==> config.mk <==
export PLATFORM = sky130hd
export DESIGN_NAME = pcc_host
export DESIGN_NICKNAME = d
export VERILOG_FILES = /design/src/pcc_pkg.sv /design/src/pcc_lane_if.sv /design/src/pcc_sync.sv /design/src/pcc_lane.sv /design/src/pcc_host.sv
export VERILOG_INCLUDE_DIRS = /design/src
export SDC_FILE = /design/constraint.sdc
export NUM_CORES = 1
export LEC_CHECK = 0
export ABC_AREA = 1
export BUFFER_PORTS_ARGS = -buffer_cell sky130_fd_sc_hd__clkbuf_2
export CORE_MARGIN = 5
export CORE_UTILIZATION = 49
export DETAILED_ROUTE_END_ITERATION = 8
export PLACE_DENSITY = 0.87
export REMOVE_ABC_BUFFERS = 1
export SLEW_MARGIN = 15
export SYNTH_ARGS = -nofsm -noshare
export SYNTH_HDL_FRONTEND = slang
export SYNTH_SLANG_ARGS = --single-unit
==> constraint.sdc <==
create_clock -name sys_clk -period 1.7 [get_ports sys_clk]
set_clock_uncertainty 0.1 [all_clocks]
set_input_delay 0.085 -clock sys_clk [delete_from_list [all_inputs] [get_ports sys_clk]]
set_output_delay 0.085 -clock sys_clk [all_outputs]
set_load 0.005 [all_outputs]
==> src/pcc_defines.svh <==
// Purpose: Shared constants for the card slot host cycle controller
// Assumes: Included by bare name wherever a constant is needed
// Notes: Cycle counts are defaults; the top module exposes all but PCC_SYNC_STAGES as parameters
`ifndef PCC_DEFINES_SVH
`define PCC_DEFINES_SVH

// ----------------------------------------------------------------
// Widths
// ----------------------------------------------------------------
`define PCC_ADDR_W 26
`define PCC_PIN_ADDR_W 13
`define PCC_DATA_W 16
`define PCC_CNT_W 8

// ----------------------------------------------------------------
// Address split on the multiplexed pins
// ----------------------------------------------------------------
`define PCC_ADDR_HI_MSB 25
`define PCC_ADDR_HI_LSB 13
`define PCC_ADDR_LO_MSB 12

// ----------------------------------------------------------------
// Byte lanes
// ----------------------------------------------------------------
`define PCC_LANE_LOW 2'h1
`define PCC_LANE_HIGH 2'h2
`define PCC_LANE_BOTH 2'h3
`define PCC_LANE_NONE 2'h0
`define PCC_BYTE_W 8

// ----------------------------------------------------------------
// Default phase lengths in sys_clk cycles
// ----------------------------------------------------------------
`define PCC_ALE_CYC 2
`define PCC_SETUP_CYC 1
`define PCC_STROBE_CYC 4
`define PCC_RECOVER_CYC 2
`define PCC_SYNC_STAGES 2

`endif

==> src/pcc_pkg.sv <==
// Purpose: Types for the card slot host cycle controller
// Assumes: One-hot state codes
// Notes: Space codes are user-side only, never driven on pins
package pcc_pkg;

  typedef enum logic [1:0] {
    PCC_SPACE_MEM  = 2'h0,
    PCC_SPACE_ATTR = 2'h1,
    PCC_SPACE_IO   = 2'h2
  } pcc_space_type;

  typedef enum logic [6:0] {
    PCC_ST_IDLE    = 7'h01,
    PCC_ST_ADDR_HI = 7'h02,
    PCC_ST_ADDR_LO = 7'h04,
    PCC_ST_ENABLE  = 7'h08,
    PCC_ST_STROBE  = 7'h10,
    PCC_ST_WAIT    = 7'h20,
    PCC_ST_RECOVER = 7'h40
  } pcc_state_type;

endpackage

==> src/pcc_lane_if.sv <==
// Purpose: Carries byte lane steering between sequencer and lane unit
// Assumes: Lane unit is purely combinational
// Notes: be is active high here; pins invert it
`timescale 1ns/1ns
`include "pcc_defines.svh"

interface pcc_lane_if;
  logic [1:0] be;
  logic [`PCC_DATA_W-1:0] user_wdata;
  logic [`PCC_DATA_W-1:0] card_wdata;
  logic [`PCC_DATA_W-1:0] card_rdata;
  logic [`PCC_DATA_W-1:0] user_rdata;

  modport ctrl (output be, output user_wdata, output card_rdata,
    input card_wdata, input user_rdata);
  modport lane (input be, input user_wdata, input card_rdata,
    output card_wdata, output user_rdata);
endinterface

==> src/pcc_sync.sv <==
// Purpose: Multi-stage synchroniser for pin inputs
// Assumes: Bits are sampled independently
// Notes: First stage feeds only the next stage
`timescale 1ns/1ns
`include "pcc_defines.svh"

module pcc_sync #(
  parameter int WIDTH = 1,
  parameter logic [WIDTH-1:0] INIT = '0
) (
  // Clock and reset
  input wire logic sys_clk,
  input wire logic reset,
  // Data
  input wire logic [WIDTH-1:0] async_in,
  output logic [WIDTH-1:0] sync_out
);
  logic [WIDTH-1:0] meta_r;
  logic [WIDTH-1:0] sync_r;

  always_ff @(posedge sys_clk)
  begin
    if (reset)
    begin
      meta_r <= INIT;
      sync_r <= INIT;
    end
    else
    begin
      meta_r <= async_in;
      sync_r <= meta_r;
    end
  end

  assign sync_out = sync_r;
endmodule

==> src/pcc_lane.sv <==
// Purpose: Byte lane steering for card data
// Assumes: be already resolved to a legal lane pattern
// Notes: Unused lanes drive and return zero
`timescale 1ns/1ns
`include "pcc_defines.svh"

module pcc_lane
  import pcc_pkg::*;
(
  // Steering
  pcc_lane_if.lane lif
);
  // Keeps only the enabled byte lanes
  function automatic logic [`PCC_DATA_W-1:0] lane_mask(input logic [1:0] be,
    input logic [`PCC_DATA_W-1:0] d);
    lane_mask = {d[`PCC_DATA_W-1:`PCC_BYTE_W] & {`PCC_BYTE_W{be[1]}},
      d[`PCC_BYTE_W-1:0] & {`PCC_BYTE_W{be[0]}}};
  endfunction

  // Low only: D[7:0]; high only: D[15:8]; both: full word
  assign lif.card_wdata = lane_mask(lif.be, lif.user_wdata);
  assign lif.user_rdata = lane_mask(lif.be, lif.card_rdata);
endmodule

==> src/pcc_host.sv <==
// Purpose: Host side cycle sequencer for a 16-bit PC Card slot
// Assumes: One request at a time from on-chip logic on sys_clk
// Notes: All card pins are registered; card inputs pass two flip-flops
`timescale 1ns/1ns
`include "pcc_defines.svh"

// How it works
// - Address goes out multiplexed on 13 pins, qualified by the latch strobe.
// - Three spaces per slot: IO, memory and attribute, each 64M bytes.
// - Space select is high for memory, low for attribute and IO.
// - Memory and attribute cycles use the memory read and write strobes.
// - IO cycles use the dedicated IO read and write strobes.
// - Address is presented first, then one or both byte enables go low.
// - Space select stays inactive during memory cycles.
// - Low enable only: byte on D[7:0], address bit 0 picks even or odd.
// - High enable only: odd byte on D[15:8].
// - Both enables: 16-bit word on D[15:0].
// - Read drops memory or IO read strobe, write the matching write strobe.
// - Card holds wait low to stretch; cycle ends only after its release.
module pcc_host
  import pcc_pkg::*;
#(
  parameter int ALE_CYC = `PCC_ALE_CYC,
  parameter int SETUP_CYC = `PCC_SETUP_CYC,
  parameter int STROBE_CYC = `PCC_STROBE_CYC,
  parameter int RECOVER_CYC = `PCC_RECOVER_CYC
) (
  // Clock and reset
  input wire logic sys_clk,
  input wire logic reset,
  // Request from on-chip logic
  input wire logic req_valid,
  output logic req_ready,
  input wire logic req_write,
  input wire pcc_space_type req_space,
  input wire logic [`PCC_ADDR_W-1:0] req_addr,
  input wire logic [1:0] req_be,
  input wire logic [`PCC_DATA_W-1:0] req_wdata,
  // Answer to on-chip logic
  output logic rsp_valid,
  output logic [`PCC_DATA_W-1:0] rsp_rdata,
  // Card address and control pins
  output logic [`PCC_PIN_ADDR_W-1:0] card_addr,
  output logic addr_latch_strobe,
  output logic space_select_n,
  output logic mem_read_strobe_n,
  output logic mem_write_strobe_n,
  output logic io_read_strobe_n,
  output logic io_write_strobe_n,
  output logic low_byte_enable_n,
  output logic high_byte_enable_n,
  input wire logic cycle_extend_n,
  // Card data pins
  input wire logic [`PCC_DATA_W-1:0] card_data_in,
  output logic [`PCC_DATA_W-1:0] card_data_out,
  output logic card_data_oe
);

  // ----------------------------------------------------------------
  // Helpers
  // ----------------------------------------------------------------
  // Phase length to counter load value, never below one cycle
  function automatic logic [`PCC_CNT_W-1:0] cnt_load(input int cyc);
    int v;
    v = (cyc < 1) ? 0 : cyc - 1;
    cnt_load = v[`PCC_CNT_W-1:0];
  endfunction

  // ----------------------------------------------------------------
  // Declarations
  // ----------------------------------------------------------------
  pcc_state_type state_r, state_nxt;
  logic [`PCC_CNT_W-1:0] cnt_r, cnt_nxt;
  logic [`PCC_ADDR_W-1:0] addr_r;
  logic write_r;
  pcc_space_type space_r;
  logic [1:0] be_r;
  logic [`PCC_DATA_W-1:0] wdata_r;

  logic req_ready_r, rsp_valid_r;
  logic [`PCC_DATA_W-1:0] rsp_rdata_r;
  logic [`PCC_PIN_ADDR_W-1:0] card_addr_r, card_addr_nxt;
  logic ale_r, ale_nxt;
  logic space_select_n_r, space_select_n_nxt;
  logic mem_rd_n_r, mem_rd_n_nxt;
  logic mem_wr_n_r, mem_wr_n_nxt;
  logic io_rd_n_r, io_rd_n_nxt;
  logic io_wr_n_r, io_wr_n_nxt;
  logic low_be_n_r, low_be_n_nxt;
  logic high_be_n_r, high_be_n_nxt;
  logic [`PCC_DATA_W-1:0] data_out_r;
  logic data_oe_r, data_oe_nxt;

  logic extend_sync_n;
  logic [`PCC_DATA_W-1:0] data_sync;

  pcc_lane_if lif ();

  // ----------------------------------------------------------------
  // Pin input synchronisers
  // ----------------------------------------------------------------
  // Wait resets released so a cycle never stalls on the first edges
  pcc_sync #(
    .WIDTH(1 + `PCC_DATA_W),
    .INIT({1'b1, {`PCC_DATA_W{1'b0}}})
  ) u_sync (
    .sys_clk(sys_clk),
    .reset(reset),
    .async_in({cycle_extend_n, card_data_in}),
    .sync_out({extend_sync_n, data_sync})
  );

  // ----------------------------------------------------------------
  // Request selection
  // ----------------------------------------------------------------
  wire accept = (state_r == PCC_ST_IDLE) && req_valid;
  wire [`PCC_ADDR_W-1:0] cur_addr = accept ? req_addr : addr_r;
  wire cur_write = accept ? req_write : write_r;
  wire pcc_space_type cur_space = accept ? req_space : space_r;
  // No lanes asked for is run as a full word
  wire [1:0] req_be_fix = (req_be == `PCC_LANE_NONE) ? `PCC_LANE_BOTH : req_be;
  wire [1:0] cur_be = accept ? req_be_fix : be_r;
  wire cur_io = (cur_space == PCC_SPACE_IO);
  wire cur_mem = (cur_space == PCC_SPACE_MEM);
  wire cnt_zero = (cnt_r == '0);
  wire extend_held = !extend_sync_n;

  // ----------------------------------------------------------------
  // Lane steering
  // ----------------------------------------------------------------
  assign lif.be = cur_be;
  assign lif.user_wdata = accept ? req_wdata : wdata_r;
  assign lif.card_rdata = data_sync;

  pcc_lane u_lane (
    .lif(lif.lane)
  );

  // ----------------------------------------------------------------
  // Cycle sequencer
  // ----------------------------------------------------------------
  always_comb
  begin
    state_nxt = state_r;
    cnt_nxt = cnt_r;
    unique case (state_r)
      PCC_ST_IDLE:
      begin
        if (req_valid)
        begin
          state_nxt = PCC_ST_ADDR_HI;
          cnt_nxt = cnt_load(ALE_CYC);
        end
      end
      PCC_ST_ADDR_HI:
      begin
        if (cnt_zero)
        begin
          state_nxt = PCC_ST_ADDR_LO;
          cnt_nxt = cnt_load(SETUP_CYC);
        end
        else
          cnt_nxt = cnt_r - 1'b1;
      end
      PCC_ST_ADDR_LO:
      begin
        if (cnt_zero)
        begin
          state_nxt = PCC_ST_ENABLE;
          cnt_nxt = cnt_load(SETUP_CYC);
        end
        else
          cnt_nxt = cnt_r - 1'b1;
      end
      PCC_ST_ENABLE:
      begin
        if (cnt_zero)
        begin
          state_nxt = PCC_ST_STROBE;
          cnt_nxt = cnt_load(STROBE_CYC);
        end
        else
          cnt_nxt = cnt_r - 1'b1;
      end
      PCC_ST_STROBE:
      begin
        if (!cnt_zero)
          cnt_nxt = cnt_r - 1'b1;
        else if (extend_held)
          state_nxt = PCC_ST_WAIT;
        else
        begin
          state_nxt = PCC_ST_RECOVER;
          cnt_nxt = cnt_load(RECOVER_CYC);
        end
      end
      PCC_ST_WAIT:
      begin
        if (!extend_held)
        begin
          state_nxt = PCC_ST_RECOVER;
          cnt_nxt = cnt_load(RECOVER_CYC);
        end
      end
      PCC_ST_RECOVER:
      begin
        // Only way back to idle is through the quiet recover phase
        if (cnt_zero)
          state_nxt = PCC_ST_IDLE;
        else
          cnt_nxt = cnt_r - 1'b1;
      end
      // Stray codes that match no one-hot state fall back to idle
      default:
        state_nxt = PCC_ST_IDLE;
    endcase
  end

  // ----------------------------------------------------------------
  // Pin next values
  // ----------------------------------------------------------------
  wire ph_addr_hi = (state_nxt == PCC_ST_ADDR_HI);
  wire ph_active = (state_nxt != PCC_ST_IDLE);
  wire ph_strobe = (state_nxt == PCC_ST_STROBE) || (state_nxt == PCC_ST_WAIT);
  wire ph_enable = ph_strobe || (state_nxt == PCC_ST_ENABLE);
  wire finish = (state_r == PCC_ST_RECOVER) ? 1'b0 :
    ((state_r == PCC_ST_STROBE) || (state_r == PCC_ST_WAIT)) &&
    (state_nxt == PCC_ST_RECOVER);

  // Upper bits first under the latch strobe, then the low bits
  assign card_addr_nxt = ph_addr_hi ?
    cur_addr[`PCC_ADDR_HI_MSB:`PCC_ADDR_HI_LSB] :
    cur_addr[`PCC_ADDR_LO_MSB:0];
  assign ale_nxt = ph_addr_hi;

  // Memory high, attribute and IO low, idle parked high
  assign space_select_n_nxt = !ph_active || cur_mem;

  assign mem_rd_n_nxt = !(ph_strobe && !cur_io && !cur_write);
  assign mem_wr_n_nxt = !(ph_strobe && !cur_io && cur_write);
  assign io_rd_n_nxt = !(ph_strobe && cur_io && !cur_write);
  assign io_wr_n_nxt = !(ph_strobe && cur_io && cur_write);

  assign low_be_n_nxt = !(ph_enable && cur_be[0]);
  assign high_be_n_nxt = !(ph_enable && cur_be[1]);

  // Bus held through recover so write data outlasts the strobe
  assign data_oe_nxt = cur_write && ph_active && !ph_addr_hi &&
    (state_nxt != PCC_ST_ADDR_LO);

  // ----------------------------------------------------------------
  // State and request registers
  // ----------------------------------------------------------------
  always_ff @(posedge sys_clk)
  begin
    if (reset)
    begin
      state_r <= PCC_ST_IDLE;
      cnt_r <= '0;
    end
    else
    begin
      state_r <= state_nxt;
      cnt_r <= cnt_nxt;
    end
  end

  always_ff @(posedge sys_clk)
  begin
    if (reset)
    begin
      addr_r <= '0;
      write_r <= 1'b0;
      space_r <= PCC_SPACE_MEM;
      be_r <= `PCC_LANE_BOTH;
      wdata_r <= '0;
    end
    else if (accept)
    begin
      addr_r <= req_addr;
      write_r <= req_write;
      space_r <= req_space;
      be_r <= req_be_fix;
      wdata_r <= req_wdata;
    end
  end

  // ----------------------------------------------------------------
  // Output registers
  // ----------------------------------------------------------------
  always_ff @(posedge sys_clk)
  begin
    if (reset)
    begin
      card_addr_r <= '0;
      ale_r <= 1'b0;
      space_select_n_r <= 1'b1;
      mem_rd_n_r <= 1'b1;
      mem_wr_n_r <= 1'b1;
      io_rd_n_r <= 1'b1;
      io_wr_n_r <= 1'b1;
      low_be_n_r <= 1'b1;
      high_be_n_r <= 1'b1;
      data_out_r <= '0;
      data_oe_r <= 1'b0;
    end
    else
    begin
      card_addr_r <= card_addr_nxt;
      ale_r <= ale_nxt;
      space_select_n_r <= space_select_n_nxt;
      mem_rd_n_r <= mem_rd_n_nxt;
      mem_wr_n_r <= mem_wr_n_nxt;
      io_rd_n_r <= io_rd_n_nxt;
      io_wr_n_r <= io_wr_n_nxt;
      low_be_n_r <= low_be_n_nxt;
      high_be_n_r <= high_be_n_nxt;
      data_out_r <= lif.card_wdata;
      data_oe_r <= data_oe_nxt;
    end
  end

  // Read data sampled while the strobe is still low, two stages behind
  always_ff @(posedge sys_clk)
  begin
    if (reset)
    begin
      req_ready_r <= 1'b1;
      rsp_valid_r <= 1'b0;
      rsp_rdata_r <= '0;
    end
    else
    begin
      req_ready_r <= (state_nxt == PCC_ST_IDLE);
      rsp_valid_r <= finish;
      if (finish && !write_r)
        rsp_rdata_r <= lif.user_rdata;
    end
  end

  // ----------------------------------------------------------------
  // Port drive
  // ----------------------------------------------------------------
  assign req_ready = req_ready_r;
  assign rsp_valid = rsp_valid_r;
  assign rsp_rdata = rsp_rdata_r;
  assign card_addr = card_addr_r;
  assign addr_latch_strobe = ale_r;
  assign space_select_n = space_select_n_r;
  assign mem_read_strobe_n = mem_rd_n_r;
  assign mem_write_strobe_n = mem_wr_n_r;
  assign io_read_strobe_n = io_rd_n_r;
  assign io_write_strobe_n = io_wr_n_r;
  assign low_byte_enable_n = low_be_n_r;
  assign high_byte_enable_n = high_be_n_r;
  assign card_data_out = data_out_r;
  assign card_data_oe = data_oe_r;

endmodule

Word-level counts from Yosys, hierarchy flattened
Index checks and enable logic that the tools add are counted.
Widths: inputs -> output; s select.

cells by class
  add/subtract/negate cells = 1
  eq/ne operators = 18
  mux-type cells = 24
  bitwise gates (word level) = 4
  reduce and logical (&&, ||, !) cells = 35

operator list
  kind                 number
  $mux 7               8
  $pmux 7 s7           1
  $mux 8               6
  $pmux 8 s6           1
  $and 8x8->8          4
  $mux 26              1
  $mux 16              1
  $eq 7x1->1 const B   2
  $eq 7x2->1 const B   2
  $eq 7x4->1 const B   2
  $eq 7x5->1 const B   2
  $eq 7x6->1 const B   2
  $eq 7x7->1 const B   2
  $logic_and 1x1->1    14
  $mux 13              1
  $logic_not 1->1      11
  $logic_not 8->1      1
  $sub 8x1->8 const B  1
  $eq 7x3->1 const B   1
  $ne 7x1->1 const B   1
  $ne 7x3->1 const B   1
  $mux 2               3
  $reduce_bool 6->1    1
  $logic_not 2->1      2
  other kinds (6)      11

storage, ports and cells
  register bits = 152
  bits of input ports = 67

Longest topological paths before layout
  depth after elaboration = 8
  depth in mapped cells = 12
  gate-level depth less buffers = 12

Cells and area by module
From an unflattened synthesis, not the netlist that was laid out.

second synthesis, totals
  cells, all modules = 855
  area total of the unflattened synthesis = 6,281.0 µm²

by module, submodules not included
  module    times used  cells an instance  area an instance (µm²)  seq. area each (µm²)
  pcc_host  1           680                4,984.8                 2,362.3
  pcc_sync  1           107                989.7                   680.7
  pcc_lane  1           68                 306.5                   0.0

Worst setup path after synthesis
Ideal clock, no wire load.

  path kind = register -> register
  start = register cnt_r[0]
  end = register rsp_rdata_r[10] (netlist: rsp_rdata[10])
  setup time = 0.117 ns
  data arrival time = 1.594 ns
  data required time = 1.483 ns
  slack = -0.111 ns
  cell stages (with the launch flop) = 13
  period minus slack after synthesis = 1.811 ns
  cell sequence = dfxtp_1 inv_1 ha_1 nand3_2 nor2_4 nand2_1 nand2_1 nand2_2 nor2_4 inv_2 buf_6 a21oi_1 nor2_1

on the way
  word-level cells in the longest chain between the ends = 7

ends and longest elaborated chain
  what                              RTL line         RTL
  start, declared                   pcc_host.sv:73   logic [`PCC_CNT_W-1:0] cnt_r, cnt_nxt;
  start signal, assigned            pcc_host.sv:264  cnt_r <= cnt_nxt;
  $logic_not 8->1 *                 pcc_host.sv:125  wire cnt_zero = (cnt_r == '0);
  $mux 7, on equally long branches  n/a
  $pmux 7 s7 *                      pcc_host.sv:146  unique case (state_r)
  $eq 7x7->1 *                      pcc_host.sv:228  (state_nxt == PCC_ST_RECOVER);
  $logic_and 1x1->1 *               pcc_host.sv:227  ((state_r == PCC_ST_STROBE) || (state_r == PCC_ST_WAIT)) &&
  $mux 1 *                          pcc_host.sv:226  wire finish = (state_r == PCC_ST_RECOVER) ? 1'b0 :
  $logic_and 1x1->1 *               pcc_host.sv:336  if (finish && !write_r)
  end signal, assigned              pcc_host.sv:337  rsp_rdata_r <= lif.user_rdata;
  end, declared                     pcc_host.sv:81   logic [`PCC_DATA_W-1:0] rsp_rdata_r;

Mark *: on every way between the ends. The rest lies on a longest branch, timed or not.
A chain may end at the register's enable or synchronous reset.

Worst setup path in the final report
  start = register state_r[3]
  end = register card_addr_r[3] (netlist: card_addr[3])

on the way
  word-level cells in the longest chain between the ends = 4

ends and longest elaborated chain
  what                                             RTL line                          RTL
  start, declared                                  pcc_host.sv:72                    pcc_state_type state_r, state_nxt;
  start signal, assigned                           pcc_host.sv:263                   state_r <= state_nxt;
  $eq 7x7->1, or another cell as far along         pcc_host.sv:146
  $pmux 7 s7 or $logic_and 1x1->1 (tied branches)  pcc_host.sv:146, pcc_host.sv:116
  $eq 7x2->1 or $mux 26 (tied branches)            n/a
  $mux 13 *                                        pcc_host.sv:231                   assign card_addr_nxt = ph_addr_hi ?
  end signal, assigned                             pcc_host.sv:309                   card_addr_r <= card_addr_nxt;
  end, declared                                    pcc_host.sv:82                    logic [`PCC_PIN_ADDR_W-1:0] card_addr_r, card_addr_nxt;

Marked as above.

==> flow_summary.ini <==
[yosys]
synth_area_per_cell_sq_um = 7.812
yosysWarnings = 0
netlist_top_cells_count = dfxtp_1 (152), nand2_1 (122), inv_1 (117), nor2_1 (112), nand3_1 (34)
synth_ff_type = dfxtp_1
yosysMostFrequentCell = dfxtp_1
synth_area_leaders = dfxtp_1 (52%), nand2_1 (7.9%), inv_1 (7.6%)
ys_async_sr_fraction_pct = 0
syn_area_sq_mm = 0.005812
yosysTopAreaCell = dfxtp_1
ys_ff_latch = 152
synth.top_cell.area_share_pct = 52.36
ys_seq_area_share_pct = 52.36
ys_types = 33
synth_cells = 744
synth_edf_count = 0

[die]
die_area_sq_mm = 0.01414
fp.coreArea_sq_mm = 0.01152
die_h_um = 118.9
die_width_um = 118.9
start_util_pct = 50.47
io_pins = 123
rows = 39

[placed_design]
buffer_ports.inserted = 122
gp_congestion = 0.8921
hpwl_um = 9959
dpl.cell_count = 1026

[clock_network]
numCtsBuffers = 17
clkSinkCount = 152
clkLatencyLatePin_ns = 0.45
clk_pin_slew_ns = 0.07
clockRootBuffer = clkbuf_16
cts_buffer_depth = 2
cts_max_level = 4
cts_tree = yes

[timing]
grt_setup_unrepaired = yes
max_freq_mhz = 471.7
hold_viol_final = 0
fin_crit_ns = 2.120
finalSetupViolations = 116
relSlewSlack_pct = 64.50
fin_ws_ns = -0.4202
period_share_pct = 124.7
tightest_slew_ns = 0.5319
setup_tns_ns = -28.02
drv_slew = 0

[detailed_routing]
wirelength_um = 27800
ant_nets = 0
first_iter_violations = 914
viasPerCell = 5.927
via_count = 6899
route.detailed.drc = 0
wl_per_cell_um = 23.88
dr.pass1.iters = 8

[worst_setup_path]
end_kind = flip-flop
worstPathMaxFanout = 14
cp-start-kind = flip-flop
worstSetupPathType = flip-flop to flip-flop
crit_start = state_r[3]
r2r-start = state_r[3]
crit_required_ns = 1.94
cp.arrival_ns = 2.36

[power]
powerDensity_mw_per_mm2 = 1084
power_leakage_nw = 4.483
ir_drop_v = 0.0009906
power_w = 0.01025

[run_status]
violations = setup timing
outcome = finished, violations left

[cells_and_area]
seqCellArea_sq_mm = 0.003060
nNetsFinal = 1074
syn_to_final_growth_pct = 62.69
fin_cells = 1164
multi_input_area_sq_mm = 0.002945
fillCellCount = 505
drive_gt1_share_pct = 44.36

[global_routing]
top_usage_layer = met2
use_met3_pct = 7.820
track_usage_pct = 27.63
grt_use_met1_pct = 29.41
grt_pass1_wl_um = 31320
gr-usage-met2_pct = 46.61
grt_pass1_vias = 6223
antenna_found_initial = 1
grt_overflow = 0
grt_max_degree = 72

[hold_path]
min_path_type = input pin to flip-flop
min-delay-start = req_be[1]

[flow_run]
cap_violations = 0
## area by class of cell
type                       instances  area share [%]
inverter                         125           5.465
tap                              143           1.892
antenna                            2         0.05293
timing repair inverter             2          0.1588
clock inverter                    13           1.707
multi-input combinational        440           31.15
clock buffer                      19           4.790
timing repair buffer             268           22.42
sequential                       152           32.37
## per-stage QoR
stage | area, sq um | util [%] | hold slack (ns) | worst slack [ns]
after global placement | 6854 | 59.52 | 0.1764 | -0.05908
after CTS | 8413 | 73.06 | 0.009979 | -0.03051
after global routing | 9453 | 82.08 | 0.1074 | -0.5276
after detailed placement | 6854 | 59.52 | 0.1806 | -0.1034
final | 9455 | 82.11 | 0.08736 | -0.4202
after floorplan | 5669 | - | 0.05370 | -0.3733
## worst max-delay path, cell delays in order (launching register included)
cell,delay [ns]
dfxtp_4,0.37
nor2_4,0.22
nand3_2,0.15
nor2_4,0.18
nand2_4,0.15
buf_12,0.19
nand2_2,0.12
inv_4,0.06
buf_12,0.16
o22ai_1,0.23
inv_1,0.06
## per-layer routing
| layer | vias to the layer above | routed length, um | share of wire (%) |
|---|---|---|---|
| li1 | 2854 | - | - |
| met1 | 3120 | 8887 | 32 |
| met2 | 652 | 12790 | 46 |
| met3 | 273 | 3040 | 11 |
| met4 | 0 | 3078 | 11 |
| met5 | - | 0 | 0 |
## kinds of logic (layout without fill, tap and decap cells)
group | Yosys count | after routing | share of synthesized area, %
and+or+nand+nor | 341 | 341 | 26.39
DFF | 152 | 152 | 52.36
buffers and inverters | 152 | 427 | 10.53
AOI/OAI and AO/OA | 93 | 93 | 9.709
xor gates and xnor gates | 3 | 3 | 0.4522
muxes | 2 | 2 | 0.3445
adders and majority gates | 1 | 1 | 0.2153
other | 0 | 2 | 0
## flip-flops by register name (all words and copies together) (netlist names), 2 cells and up
| name | count |
|---|---|
| state_r | 7 |
| space_r | 2 |
| cnt_r | 8 |
| addr_r | 26 |
| card_addr | 13 |
| card_data_out | 16 |
| u_sync.sync_out | 17 |
| wdata_r | 16 |
| be_r | 2 |
| u_sync.meta_r | 17 |
| rsp_rdata | 16 |
## final timing paths
path                            cells after the start                  to  slack [ns]
worst max-delay path                               10        card_addr[3]       -0.42
worst min-delay path                                5             be_r[0]        0.09
worst max register to register                     10        card_addr[3]       -0.42
worst min register to register                      2  u_sync.sync_out[4]        0.30
## layout by cell type (no fill, tap or decap), types with 6 or more instances in the layout
cell and n:
o21ai_0 13, o21ai_1 6, inv_4 7, nor3_2 6
inv_2 17, o22ai_2 10, buf_4 60, nor2_4 26
a21oi_1 14, o21a_1 12, nand3_2 12, clkbuf_16 22
nand2_1 87, a21oi_2 27, nor4_4 7, buf_6 6
nor2_1 84, or2_2 14, nor3_1 10, clkbuf_2 121
dlygate4sd3_1 63, dfxtp_1 144, nand2_2 26, buf_12 9
nand3_1 22, nand2_4 16, nor2_2 13, inv_1 98
## power breakdown
part | switching [W] | total (W) | internal [W]
clock | 0.00180 | 0.00409 | 0.00229
combinational | 0.00127 | 0.00221 | 0.000940
sequential | 0.000130 | 0.00395 | 0.00382
total | 0.00320 | 0.0103 | 0.00705
## what timing repair did
action / 4_1_cts / 5_1_grt
pin swaps: 13 / 30
endpoints found under the setup margin: 64 / 97
buffers inserted: 15 / 18
hold buffers: 63 / 0
gates cloned: 2 / 7
resized for setup: 54 / 209
hold endpoints to repair: 95 / 0
(Power assumes the default switching activity.)
